==> src/hdl/adc_ctrl_defs.svh <==
// Purpose: offsets, field positions, reset values and timing counts
// Assumes: byte-wide register port, one clock
// Notes:   included by the package and by every design module
`ifndef ADC_CTRL_DEFS_SVH
`define ADC_CTRL_DEFS_SVH

// register offsets on the plain port
`define ADC_OFF_INSEL     3'h0
`define ADC_OFF_CTRL      3'h1
`define ADC_OFF_RES_LO    3'h2
`define ADC_OFF_RES_HI    3'h3

// input select register fields
`define ADC_INSEL_REF_HI  7
`define ADC_INSEL_REF_LO  6
`define ADC_INSEL_LEFT    5
`define ADC_INSEL_CH_HI   3
`define ADC_INSEL_CH_LO   0
`define ADC_INSEL_WMASK   8'hef
`define ADC_INSEL_RST     8'h00

// control and status register fields
`define ADC_CTRL_EN       7
`define ADC_CTRL_START    6
`define ADC_CTRL_FREE     5
`define ADC_CTRL_FLAG     4
`define ADC_CTRL_IE       3
`define ADC_CTRL_PS_HI    2
`define ADC_CTRL_PS_LO    0
`define ADC_CTRL_RST      8'h00

// channel codes beyond the eight pins
`define ADC_CH_BANDGAP    4'he
`define ADC_CH_GROUND     4'hf

// conversion timing in converter clock cycles
`define ADC_CYC_NORMAL    5'd13
`define ADC_CYC_FIRST     5'd25
`define ADC_SH_NORMAL     5'd1
`define ADC_SH_FIRST      5'd13
`define ADC_SAR_MSB       10'h200

`endif

==> src/hdl/adc_ctrl_pkg.sv <==
// Purpose: shared types of the converter control
// Assumes: constants come from adc_ctrl_defs.svh
// Notes:   reference codes follow the reference select field
`include "adc_ctrl_defs.svh"
package adc_ctrl_pkg;
   // reference source on the reference select field
   typedef enum logic [1:0] {
      REF_EXT_PIN  = 2'h0,
      REF_SUPPLY   = 2'h1,
      REF_RESERVED = 2'h2,
      REF_INT_2V56 = 2'h3
   } ref_src_e;

   // sequencer states, one-hot
   typedef enum logic [1:0] {
      SEQ_IDLE = 2'b01,
      SEQ_CONV = 2'b10
   } seq_state_e;

   typedef logic [9:0] code_t;
endpackage

==> src/hdl/conv_if.sv <==
// Purpose: carries timing pulses between control, prescaler, sequencer
// Assumes: all signals in the ref_clk_i domain
// Notes:   tick pulses are one cycle long
interface conv_if;
   logic       en;      // converter enable
   logic [2:0] ps;      // prescaler select
   logic       rise;    // converter clock rising edge enable
   logic       fall;    // converter clock falling edge enable
   logic       go;      // start bit pending
   logic       free;    // free-running selected
   logic       busy;    // conversion in progress
   logic       done;    // one-cycle completion pulse
   logic       last;    // final converter cycle of a conversion
   logic       hold;    // one-cycle sample-and-hold pulse
   logic       step;    // one-cycle approximation step pulse

   modport presc (input en, ps, output rise, fall);
   modport seq   (input en, rise, fall, go, free,
                  output busy, done, last, hold, step);
   modport ctrl  (output en, ps, go, free,
                  input rise, fall, busy, done, last, hold, step);
endinterface

==> src/hdl/adc_prescaler.sv <==
// Purpose: derives converter clock edge enables from the cpu clock
// Assumes: divide by 2,2,4,8,16,32,64,128 for select 0..7
// Notes:   counter held cleared while the converter is disabled
`include "adc_ctrl_defs.svh"
module adc_prescaler #(
   parameter int DIV_W = 7
) (
   // clock and reset
   input  wire logic ref_clk_i,
   input  wire logic srst_i,
   // timing carrier
   conv_if.presc     c
);
   logic [DIV_W-1:0] cnt_q;
   logic [DIV_W-1:0] top_w;
   logic [DIV_W-1:0] half_w;
   logic [2:0]       sh_w;

   if (DIV_W != 7) begin : g_chk
      $error("adc_prescaler needs DIV_W of 7");
   end

   // divide ratio minus one, and the mid point
   assign sh_w   = (c.ps == 3'h0) ? 3'h1 : c.ps;
   assign top_w  = DIV_W'((8'h01 << sh_w) - 8'h01);
   assign half_w = top_w >> 1;

   // count only while enabled, reset otherwise
   always_ff @(posedge ref_clk_i) begin
      if (srst_i || !c.en) begin
         cnt_q <= '0;
      end else begin
         cnt_q <= (cnt_q == top_w) ? '0 : cnt_q + 1'b1;
      end
   end

   // edge enables of the converter clock
   assign c.rise = c.en && (cnt_q == top_w);
   assign c.fall = c.en && (cnt_q == half_w);
endmodule

==> src/hdl/adc_sequencer.sv <==
// Purpose: counts converter cycles and times hold, steps and completion
// Assumes: rise and fall pulses from adc_prescaler
// Notes:   cycle index counts rising edges since the start edge
`include "adc_ctrl_defs.svh"
module adc_sequencer
   import adc_ctrl_pkg::*;
(
   // clock and reset
   input  wire logic ref_clk_i,
   input  wire logic srst_i,
   // timing carrier
   conv_if.seq       c
);
   seq_state_e state_q;
   logic [4:0] cyc_q;
   logic       first_q;     // next conversion is an extended one
   logic       long_q;      // running conversion is an extended one
   logic       done_q;
   logic       hold_q;
   logic       step_q;
   logic [4:0] total_w;
   logic [4:0] sh_w;
   logic       in_sar_w;

   // cycle figures of the running conversion
   assign total_w  = long_q ? `ADC_CYC_FIRST : `ADC_CYC_NORMAL;
   assign sh_w     = long_q ? `ADC_SH_FIRST : `ADC_SH_NORMAL;
   assign in_sar_w = (cyc_q > sh_w) && (cyc_q <= sh_w + 5'd10);
   assign c.busy   = (state_q == SEQ_CONV);
   assign c.last   = c.busy && (cyc_q == total_w - 5'd1);
   assign c.done   = done_q;
   assign c.hold   = hold_q;
   assign c.step   = step_q;

   // conversion cycle state machine
   always_ff @(posedge ref_clk_i) begin
      if (srst_i || !c.en) begin
         state_q <= SEQ_IDLE;
         cyc_q   <= '0;
         first_q <= 1'b1;             // re-arm extended conversion
         long_q  <= 1'b0;
         done_q  <= 1'b0;
         hold_q  <= 1'b0;
         step_q  <= 1'b0;
      end else begin
         done_q <= 1'b0;
         hold_q <= c.fall && c.busy && (cyc_q == sh_w);
         step_q <= c.rise && c.busy && in_sar_w;
         unique case (state_q)
            SEQ_IDLE: begin
               if (c.rise && c.go) begin
                  state_q <= SEQ_CONV;
                  cyc_q   <= '0;
                  long_q  <= first_q;
                  first_q <= 1'b0;
               end
            end
            SEQ_CONV: begin
               if (c.rise) begin
                  if (cyc_q == total_w - 5'd1) begin
                     done_q <= 1'b1;
                     cyc_q  <= '0;
                     long_q <= 1'b0;
                     if (!(c.go && c.free)) begin
                        state_q <= SEQ_IDLE;
                     end
                  end else begin
                     cyc_q <= cyc_q + 5'd1;
                  end
               end
            end
         endcase
      end
   end
endmodule

==> src/hdl/sar_adc_conversion_control.sv <==
// Purpose: register file and conversion control of a 10-bit sar converter
// Assumes: byte registers on a plain port, read data one cycle later
// Notes:   analog mux, sample-and-hold and comparator sit outside
//
// Our own choices: the address-and-strobe port and the register addresses.
`include "adc_ctrl_defs.svh"
module sar_adc_conversion_control
   import adc_ctrl_pkg::*;
#(
   parameter int DATA_W = 8,
   parameter int ADDR_W = 3
) (
   // clock and reset
   input  wire logic              ref_clk_i,
   input  wire logic              srst_i,
   // register port
   input  wire logic [ADDR_W-1:0] addr_i,
   input  wire logic [DATA_W-1:0] wdata_i,
   input  wire logic              wr_i,
   input  wire logic              rd_i,
   output logic      [DATA_W-1:0] rdata_o,
   // interrupt request
   output logic                   irq_o,
   // analog front end
   output logic                   analog_en_o,
   output ref_src_e               ref_sel_o,
   output logic      [3:0]        chan_sel_o,
   output logic                   sample_hold_o,
   output code_t                  dac_code_o,
   input  wire logic              comp_i
);
   if (DATA_W != 8 || ADDR_W < 2) begin : g_chk
      $error("sar_adc_conversion_control needs DATA_W 8, ADDR_W >= 2");
   end

   conv_if c ();

   // software-visible state
   logic [7:0] insel_q;         // temporary input select register
   logic       en_q;
   logic       start_q;
   logic       free_q;
   logic       flag_q;
   logic       ie_q;
   logic [2:0] ps_q;
   code_t      result_q;
   logic       lock_q;          // data bytes blocked after low read

   // front end state
   ref_src_e   ref_q;
   logic [3:0] chan_q;
   code_t      sar_q;
   code_t      ptr_q;           // one-hot trial bit
   logic       hold_q;
   logic       irq_q;
   logic [7:0] rdata_q;

   // address decode
   logic       hit_insel_w;
   logic       hit_ctrl_w;
   logic       hit_lo_w;
   logic       hit_hi_w;
   logic       wr_insel_w;
   logic       wr_ctrl_w;
   logic       rd_lo_w;
   logic       rd_hi_w;

   assign hit_insel_w = (addr_i == ADDR_W'(`ADC_OFF_INSEL));
   assign hit_ctrl_w  = (addr_i == ADDR_W'(`ADC_OFF_CTRL));
   assign hit_lo_w    = (addr_i == ADDR_W'(`ADC_OFF_RES_LO));
   assign hit_hi_w    = (addr_i == ADDR_W'(`ADC_OFF_RES_HI));
   assign wr_insel_w  = wr_i && hit_insel_w;
   assign wr_ctrl_w   = wr_i && hit_ctrl_w;
   assign rd_lo_w     = rd_i && hit_lo_w;
   assign rd_hi_w     = rd_i && hit_hi_w;

   // fields of the temporary input select register
   logic [1:0] ref_fld_w;
   logic       left_w;
   logic [3:0] ch_fld_w;

   assign ref_fld_w = insel_q[`ADC_INSEL_REF_HI:`ADC_INSEL_REF_LO];
   assign left_w    = insel_q[`ADC_INSEL_LEFT];
   assign ch_fld_w  = insel_q[`ADC_INSEL_CH_HI:`ADC_INSEL_CH_LO];

   // channel decode: pins, bandgap, ground; unused codes fall to ground
   logic [3:0] ch_map_w;
   assign ch_map_w = (ch_fld_w[3] == 1'b0)         ? ch_fld_w :
                     (ch_fld_w == `ADC_CH_BANDGAP) ? `ADC_CH_BANDGAP :
                                                     `ADC_CH_GROUND;

   // reference decode; the reserved code falls back to the pin
   ref_src_e ref_map_w;
   assign ref_map_w = (ref_fld_w == REF_RESERVED) ? REF_EXT_PIN
                                                  : ref_src_e'(ref_fld_w);

   // selections track the temporary register only when safe
   logic track_w;
   assign track_w = en_q && (!c.busy || c.last);

   // fields of a control write
   logic       w_en_w;
   logic       w_start_w;
   logic       w_flag_w;

   assign w_en_w    = wdata_i[`ADC_CTRL_EN];
   assign w_start_w = wdata_i[`ADC_CTRL_START];
   assign w_flag_w  = wdata_i[`ADC_CTRL_FLAG];

   // carrier drive toward prescaler and sequencer
   assign c.en   = en_q;
   assign c.ps   = ps_q;
   assign c.go   = start_q;
   assign c.free = free_q;

   // next value of the start bit
   logic start_d;
   always_comb begin
      start_d = start_q;
      if (c.done && !free_q) begin
         start_d = 1'b0;
      end
      if (wr_ctrl_w && w_start_w && w_en_w) begin
         start_d = 1'b1;
      end
      if (wr_ctrl_w ? !w_en_w : !en_q) begin
         start_d = 1'b0;                         // abort, or start refused
      end
   end

   // next value of the completion flag; set wins over clear
   logic flag_d;
   assign flag_d = c.done
                 | (flag_q && !(wr_ctrl_w && w_flag_w));

   // input select register and control bits
   always_ff @(posedge ref_clk_i) begin
      if (srst_i) begin
         insel_q <= `ADC_INSEL_RST;
         en_q    <= 1'(`ADC_CTRL_RST >> `ADC_CTRL_EN);
         free_q  <= 1'b0;
         ie_q    <= 1'b0;
         ps_q    <= 3'h0;
      end else begin
         if (wr_insel_w) begin
            insel_q <= wdata_i & `ADC_INSEL_WMASK;
         end
         if (wr_ctrl_w) begin
            en_q   <= w_en_w;
            free_q <= wdata_i[`ADC_CTRL_FREE];
            ie_q   <= wdata_i[`ADC_CTRL_IE];
            ps_q   <= wdata_i[`ADC_CTRL_PS_HI:`ADC_CTRL_PS_LO];
         end
      end
   end

   // start bit, flag and interrupt request
   always_ff @(posedge ref_clk_i) begin
      if (srst_i) begin
         start_q <= 1'b0;
         flag_q  <= 1'b0;
         irq_q   <= 1'b0;
      end else begin
         start_q <= start_d;                    // held through free run
         flag_q  <= flag_d;
         irq_q   <= flag_d && (wr_ctrl_w ? wdata_i[`ADC_CTRL_IE]
                                         : ie_q);
      end
   end

   // applied channel and reference, frozen mid-conversion
   always_ff @(posedge ref_clk_i) begin
      if (srst_i) begin
         ref_q  <= REF_EXT_PIN;
         chan_q <= 4'h0;
      end else if (track_w) begin
         ref_q  <= ref_map_w;
         chan_q <= ch_map_w;
      end
   end

   // successive approximation register against the comparator
   code_t ptr_next_w;
   code_t sar_keep_w;
   assign ptr_next_w = ptr_q >> 1;
   assign sar_keep_w = comp_i ? sar_q : (sar_q & ~ptr_q);

   always_ff @(posedge ref_clk_i) begin
      if (srst_i) begin
         sar_q  <= '0;
         ptr_q  <= '0;
         hold_q <= 1'b0;
      end else begin
         hold_q <= c.hold;
         if (c.hold) begin
            sar_q <= `ADC_SAR_MSB;               // first trial at mid scale
            ptr_q <= `ADC_SAR_MSB;
         end else if (c.step && ptr_q != '0) begin
            sar_q <= sar_keep_w | ptr_next_w;
            ptr_q <= ptr_next_w;
         end
      end
   end

   // result bytes and the read lock
   always_ff @(posedge ref_clk_i) begin
      if (srst_i) begin
         result_q <= '0;
         lock_q   <= 1'b0;
      end else begin
         if (c.done && !lock_q && !rd_lo_w) begin
            result_q <= sar_q;
         end
         if (rd_lo_w) begin
            lock_q <= 1'b1;
         end else if (rd_hi_w) begin
            lock_q <= 1'b0;
         end
      end
   end

   // justified views of the result
   logic [7:0] res_lo_w;
   logic [7:0] res_hi_w;
   assign res_lo_w = left_w ? {result_q[1:0], 6'h00}
                            : result_q[7:0];
   assign res_hi_w = left_w ? result_q[9:2]
                            : {6'h00, result_q[9:8]};

   // read data mux; unmapped offsets read zero
   logic [7:0] ctrl_rd_w;
   logic [7:0] rd_mux_w;
   assign ctrl_rd_w = {en_q, start_q, free_q, flag_q, ie_q, ps_q};
   assign rd_mux_w  = hit_insel_w ? insel_q :
                      hit_ctrl_w  ? ctrl_rd_w :
                      hit_lo_w    ? res_lo_w :
                      hit_hi_w    ? res_hi_w : 8'h00;

   // read data stand for one cycle after the strobe
   always_ff @(posedge ref_clk_i) begin
      if (srst_i) begin
         rdata_q <= 8'h00;
      end else begin
         rdata_q <= rd_i ? rd_mux_w : 8'h00;
      end
   end

   // timing submodules
   adc_prescaler #(
      .DIV_W (7)
   ) u_presc (
      .ref_clk_i (ref_clk_i),
      .srst_i    (srst_i),
      .c         (c)
   );

   adc_sequencer u_seq (
      .ref_clk_i (ref_clk_i),
      .srst_i    (srst_i),
      .c         (c)
   );

   // outputs straight from flip-flops
   assign rdata_o       = rdata_q;
   assign irq_o         = irq_q;
   assign analog_en_o   = en_q;
   assign ref_sel_o     = ref_q;
   assign chan_sel_o    = chan_q;
   assign sample_hold_o = hold_q;
   assign dac_code_o    = sar_q;
endmodule

==> config.mk <==
export PLATFORM = sky130hd
export DESIGN_NAME = sar_adc_conversion_control
export DESIGN_NICKNAME = d
export VERILOG_FILES = /design/src/hdl/adc_ctrl_pkg.sv /design/src/hdl/conv_if.sv /design/src/hdl/adc_prescaler.sv /design/src/hdl/adc_sequencer.sv /design/src/hdl/sar_adc_conversion_control.sv
export VERILOG_INCLUDE_DIRS = /design/src /design/src/hdl
export SDC_FILE = /design/constraint.sdc
export NUM_CORES = 1
export LEC_CHECK = 0
export BUFFER_PORTS_ARGS = -buffer_cell sky130_fd_sc_hd__buf_2
export CORE_AREA = 2 2 95 97
export DETAILED_ROUTE_END_ITERATION = 10
export DIE_AREA = 0 0 97 99
export PLACE_DENSITY = 0.64
export SETUP_SLACK_MARGIN = 0.2
export SYNTH_ARGS = -nofsm -noshare
export SYNTH_HDL_FRONTEND = slang
export SYNTH_HIERARCHICAL = 1
export SYNTH_SLANG_ARGS = --single-unit
==> constraint.sdc <==
create_clock -name ref_clk_i -period 3.63 [get_ports ref_clk_i]
set_clock_uncertainty 0.15 [all_clocks]
set_input_delay 0.1815 -clock ref_clk_i [delete_from_list [all_inputs] [get_ports ref_clk_i]]
set_output_delay 0.1815 -clock ref_clk_i [all_outputs]
set_load 0.1 [all_outputs]
# [After elaboration in Yosys (flattened, before gate mapping)]
# Cells that the tools add are included.
[totals] reg_bits=81 in_bits=16 output_inout_bits=27 word_cells=143
[op_classes] n_addsub=5 n_lt_le_gt_ge=2 n_eq_ne=15 n_shift=1 n_mux=37 n_bitwise=7 n_reduce_logical=49
[op_table] cell="$mux W10" count=5
[op_table] cell="$mux W8" count=6
[op_table] cell="$logic_and A1 B1 Y1" count=24
[op_table] cell="$mux W5" count=4
[op_table] cell="$mux W1" count=11
[op_table] cell="$and A10 B10 Y10" count=1
[op_table] cell="$eq A5 B5 Y1" count=2
[op_table] cell="$mux W2" count=5
[op_table] cell="$not A10 Y10" count=1
[op_table] cell="$or A10 B9 Y10" count=1
[op_table] cell="$pmux W5 S2" count=1
[op_table] cell="$reduce_bool A10 Y1" count=1
[op_table] cell="$mux W4" count=2
[op_table] cell="$reduce_or A2 Y1" count=4
[op_table] cell="$add A7 B1 Y7 const B" count=1
[op_table] cell="$eq A7 B6 Y1" count=1
[op_table] cell="$eq A7 B7 Y1" count=1
[op_table] cell="$logic_not A1 Y1" count=7
[op_table] cell="$shl A1 B3 Y7 const A" count=1
[op_table] cell="$sub A7 B1 Y7 const B" count=1
[op_table] cell="$eq A3 B2 Y1 const B" count=2
[op_table] cell="$logic_not A3 Y1" count=2
[op_table] cell="$ne A2 B1 Y1 const B" count=3
[op_table] cell="$reduce_bool A2 Y1" count=3
[op_table] cell="20 further kinds" count=26

# [Depth between registers and ports, before layout]
[depth] ltp_word=9 ltp_mapped=11

# [Modules after synthesis]
# Netlist, hierarchy kept.
[modules_own_cells] module="sar_adc_conversion_control" n_inst=1 cells_each=289 area_per_inst_um2=2497.4 seq_area_each_um2=1241.2
[modules_own_cells] module="adc_sequencer" n_inst=1 cells_each=83 area_per_inst_um2=709.4 seq_area_each_um2=240.2
[modules_own_cells] module="adc_prescaler" n_inst=1 cells_each=72 area_per_inst_um2=594.3 seq_area_each_um2=140.1

# [Least setup slack after synthesis]
# OpenSTA, ideal clock, no wires.
[synth_timing] path_kind="reg-to-reg" startpoint="register ps_q[2], in the netlist c.ps[2]" endpoint="register u_seq.cyc_q[4]" setup_ns=0.126 t_arrival_ns=2.445 path_slack_ns=0.909 stages_incl_launch_ff=12 path_buffers=1 synth_period_minus_slack_ns=2.721 path_cell_list="dfxtp_1 buf_6 or2_1 ha_1 xor2_1 nand3_1 a31oi_1 and4_1 and2_4 o22ai_4 o211ai_1 o31ai_2"
[synth_between] elab_chain_len=9 elab_cells_between_ends=10 cone_classes="1 x add/sub; 3 x eq/ne; 1 x shift; 1 x mux; 4 x reduce/logical"
[synth_rtl] element="start, declared" line_no="sar_adc_conversion_control.sv:45" rtl="logic [2:0] ps_q;"
[synth_rtl] element="start signal, assigned" line_no="sar_adc_conversion_control.sv:152" rtl="ps_q <= wdata_i[`ADC_CTRL_PS_HI:`ADC_CTRL_PS_LO];"
[synth_rtl] element="$logic_not A3 Y1" line_no="adc_prescaler.sv:24" rtl="assign sh_w = (c.ps == 3'h0) ? 3'h1 : c.ps;"
[synth_rtl] element="$mux W3 *" line_no="adc_prescaler.sv:24"
[synth_rtl] element="$shl A1 B3 Y7 *" line_no="adc_prescaler.sv:25" rtl="assign top_w = DIV_W'((8'h01 << sh_w) - 8'h01);"
[synth_rtl] element="$sub A7 B1 Y7 *" line_no="adc_prescaler.sv:25"
[synth_rtl] element="$eq A7 B7 Y1 *" line_no="adc_prescaler.sv:38" rtl="assign c.rise = c.en && (cnt_q == top_w);"
[synth_rtl] element="$logic_and A1 B1 Y1 *" line_no="adc_prescaler.sv:38"
[synth_rtl] element="via c.rise" line_no="conv_if.sv:7" rtl="logic rise;"
[synth_rtl] element="$logic_and A1 B1 Y1" line_no="adc_sequencer.sv:51" rtl="if (c.rise && c.go) begin"
[synth_rtl] element="$ne A2 B1 Y1 (no line)"
[synth_rtl] element="$reduce_and A2 Y1 (no line) *"
[synth_rtl] element="end signal, assigned" line_no="adc_sequencer.sv:68" rtl="cyc_q <= cyc_q + 5'd1;"
[synth_rtl] element="end, declared" line_no="adc_sequencer.sv:15" rtl="logic [4:0] cyc_q;"
# The timed path passes the listed nets; every way through them passes the cells marked *.
# A chain may end at the register's enable or synchronous reset.

# [Final worst setup path]
# Ends and elaborated chain as after synthesis.

==> impl_metrics.env <==
export IMPL_status="finished, final reports clean"
export IMPL_p_leak_nw=1.61
export IMPL_synth_area_top_cells="dfxtp_1, nand2_1, mux2i_1"
export IMPL_p_seq_share_pct=50.2
export IMPL_synth_seq_cells=81
export IMPL_wl_um=8750
export IMPL_grt_pass1_vias=3009
export IMPL_avgSynthCellArea_um2=8.56
export IMPL_route_detailed_drc=0
export IMPL_cts_sinks=81
export IMPL_synth_edff_count=0
export IMPL_grt_max_degree=44
export IMPL_cts_max_level=3
export IMPL_io_buffer_count=42
export IMPL_crit_path_start_kind="register"
export IMPL_arrival_ns=2.99
export IMPL_intPower_mw=1.38
export IMPL_vias_per_cell=5.31
export IMPL_ys_async_sr_fraction_pct=0
export IMPL_core_area_mm2=0.00855
export IMPL_tns_ns=0
export IMPL_cp_required_ns=3.71
export IMPL_final_cells=600
export IMPL_row_count=34
export IMPL_firstDrtPassIters=4
export IMPL_dieHeight_um=99
export IMPL_synth_top_cell_by_area="dfxtp_1"
export IMPL_fillers=844
export IMPL_die_area_mm2=0.00960
export IMPL_drt_initial_drc_count=221
export IMPL_hold_viol=0
export IMPL_reg2reg_depth=10
export IMPL_grt_ovfl_total=0
export IMPL_die_x_um=97
export IMPL_whs_path_depth=4
export IMPL_clkSlewWorstSetupHoldPaths_ns=0.08
export IMPL_ys_seq_area_share_pct=42.7
export IMPL_num_antenna_cells=0
export IMPL_p_sw_mw=0.407
export IMPL_cts_tree="yes"
export IMPL_area_growth_pct=15.1
export IMPL_rsz0062_at_grt="no"
export IMPL_syn_area_mm2=0.00380
export IMPL_dr_total_vias=3184
export IMPL_nets=513
export IMPL_layout_commonest_cell="dfxtp_1"
export IMPL_drv_slew=0
export IMPL_synth_cell_types=61
export IMPL_ir_drop_v=0.000292
export IMPL_dp_hpwl_um=6300
export IMPL_tightest_slew_ns=1.15
export IMPL_fmax_ghz=0.344
export IMPL_hp_class="input port to register"
export IMPL_combPwrFrac_pct=5.5
export IMPL_max_cap_violations=0
export IMPL_synth_flop_cell="dfxtp_1"
export IMPL_clk_latency_ns=0.35
export IMPL_cts_root_buffer="clkbuf_8"
export IMPL_yosys_warnings=6
export IMPL_most_common_layout_cells="dfxtp_1, nand2_1, nor2_1"
export IMPL_crit_type="register to register"
export IMPL_setup_viol=0
export IMPL_antenna_left=0
export IMPL_antenna_found_initial=0
export IMPL_grt_pass1_wl_um=14500
export IMPL_post_cts_buffers=0
export IMPL_clk_path_buf_depth=2
export IMPL_syn_inst=444
export IMPL_numCtsBuffers=9
export IMPL_mappedNetlistNets=469
export IMPL_gp_congestion=0.808
export IMPL_synthDominantCellAreaShare_pct=42.7
export IMPL_dpl_cell_count=577
export IMPL_fin_crit_sh_pct=80.1
export IMPL_grt_total_usage_pct=18.5
export IMPL_power_frac_clock_pct=44.3
export IMPL_power_density_mw_per_mm2=409
export IMPL_swShare_pct=22.7
export IMPL_critPathCaptureType="register"
export IMPL_maxSlewHeadroom_pct=23.4
export IMPL_wl_per_cell_um=14.6
export IMPL_crit_fanout=12
export IMPL_ioPinCount=43
export IMPL_final_util_pct=51.2
export IMPL_final_layout_size_suffix_gt1_share_pct=16.5
export IMPL_period_minus_slack_ns=2.91
export IMPL_initial_core_util_pct=44.5
==> worst paths after layout <==
kind                            slack (ns)    startpoint              to
worst max register to register        0.72       c.ps[2]  u_seq/cyc_q[4]
worst min register to register        0.31  ref_sel_o[1]    ref_sel_o[1]
worst min-delay path                  0.05    wdata_i[4]          flag_q
worst max-delay path                  0.72       c.ps[2]  u_seq/cyc_q[4]
==> state kept, by name (all words and copies together) (netlist names), 2 cells and up <==
register       count
rdata_o            8
ptr_q             10
u_seq/state_q      2
c.ps               3
chan_sel_o         4
result_q          10
insel_q            7
dac_code_o        10
u_seq/cyc_q        5
ref_sel_o          2
u_presc/cnt_q      7
==> power by group through the flow <==
stage / Clock [mW] / Combinational [mW] / Sequential [mW]
after global routing: 0.848 / 0.107 / 0.901
after global placement: 0 / 0.0910 / 0.920
final: 0.794 / 0.0987 / 0.900
after floorplan: 0 / 0.0537 / 0.933
after CTS: 0.809 / 0.0989 / 0.900
after detailed placement: 0 / 0.0916 / 0.921
==> cell type report <==
type	count	area [um2]	share of cell area (%)
clock buffers	9	124	2.83
well taps	108	135	3.09
flip-flops and latches	81	1620	37.0
repair buffers	53	313	7.15
clock inverters	6	115	2.63
multi-input cells	329	2020	46.1
inverters	14	52.6	1.20
==> worst max-delay path, cell delays in order (launching register included) <==
cell and delay [ns]:
dfxtp_1 0.43, or2_1 0.26, ha_1 0.23, nand2b_1 0.12
nand2_2 0.06, a221oi_2 0.48, and4_1 0.42, and2_4 0.22
o22ai_4 0.09, o211ai_1 0.23, o31ai_2 0.09
==> metrics by stage <==
step / total power [mW] / hold WS, ns / setup slack (ns) / area [um2]
finish: 1.79 / 0.0498 / 0.721 / 4380
detailed placement: 1.01 / 0.289 / 0.754 / 4060
CTS: 1.81 / 0.0308 / 0.728 / 4380
global route: 1.86 / 0.0787 / 0.519 / 4380
global placement: 1.01 / 0.286 / 0.821 / 4060
floorplan: 0.987 / 0.165 / 0.909 / 3800
==> synthesized netlist by cell type, drive strengths merged (4+ instances only) <==
| cell | number |
|---|---|
| inv | 13 |
| ha | 9 |
| a311oi | 6 |
| nand2 | 66 |
| buf | 13 |
| o211ai | 5 |
| nand2b | 9 |
| o21ai | 27 |
| nand3 | 17 |
| nor2 | 49 |
| nor2b | 8 |
| nand4b | 4 |
| a21oi | 33 |
| mux2i | 22 |
| nor3 | 16 |
| xor2 | 5 |
| xnor2 | 6 |
| a22oi | 6 |
| dfxtp | 81 |
| clkbuf | 7 |
==> timing repair <==
item,4_1_cts,5_1_grt
hold buffers,8,0
endpoints found under the hold margin,14,0
gates resized for setup,0,0
==> per-layer routing <==
metal | part of all wire (%) | track usage [%]
met3 | 3.2 | 4.18
met2 | 47 | 31.0
met5 | 0 | 0
met1 | 49 | 24.4
met4 | 0.70 | 4.23
==> kinds of logic (layout without fill, tap and decap cells) <==
family | after synthesis | count (layout) | synth area share (%)
DFF | 81 | 81 | 42.7
adders and majority gates | 9 | 9 | 2.96
AOI/OAI and AO/OA | 95 | 95 | 16.1
other | 1 | 1 | 0.0987
muxes | 23 | 23 | 6.09
buffers and inverters | 34 | 82 | 4.48
xor gates and xnor gates | 11 | 11 | 2.53
and+or+nand+nor | 190 | 190 | 25.1
Note: power is estimated with default switching activity, not from simulation.
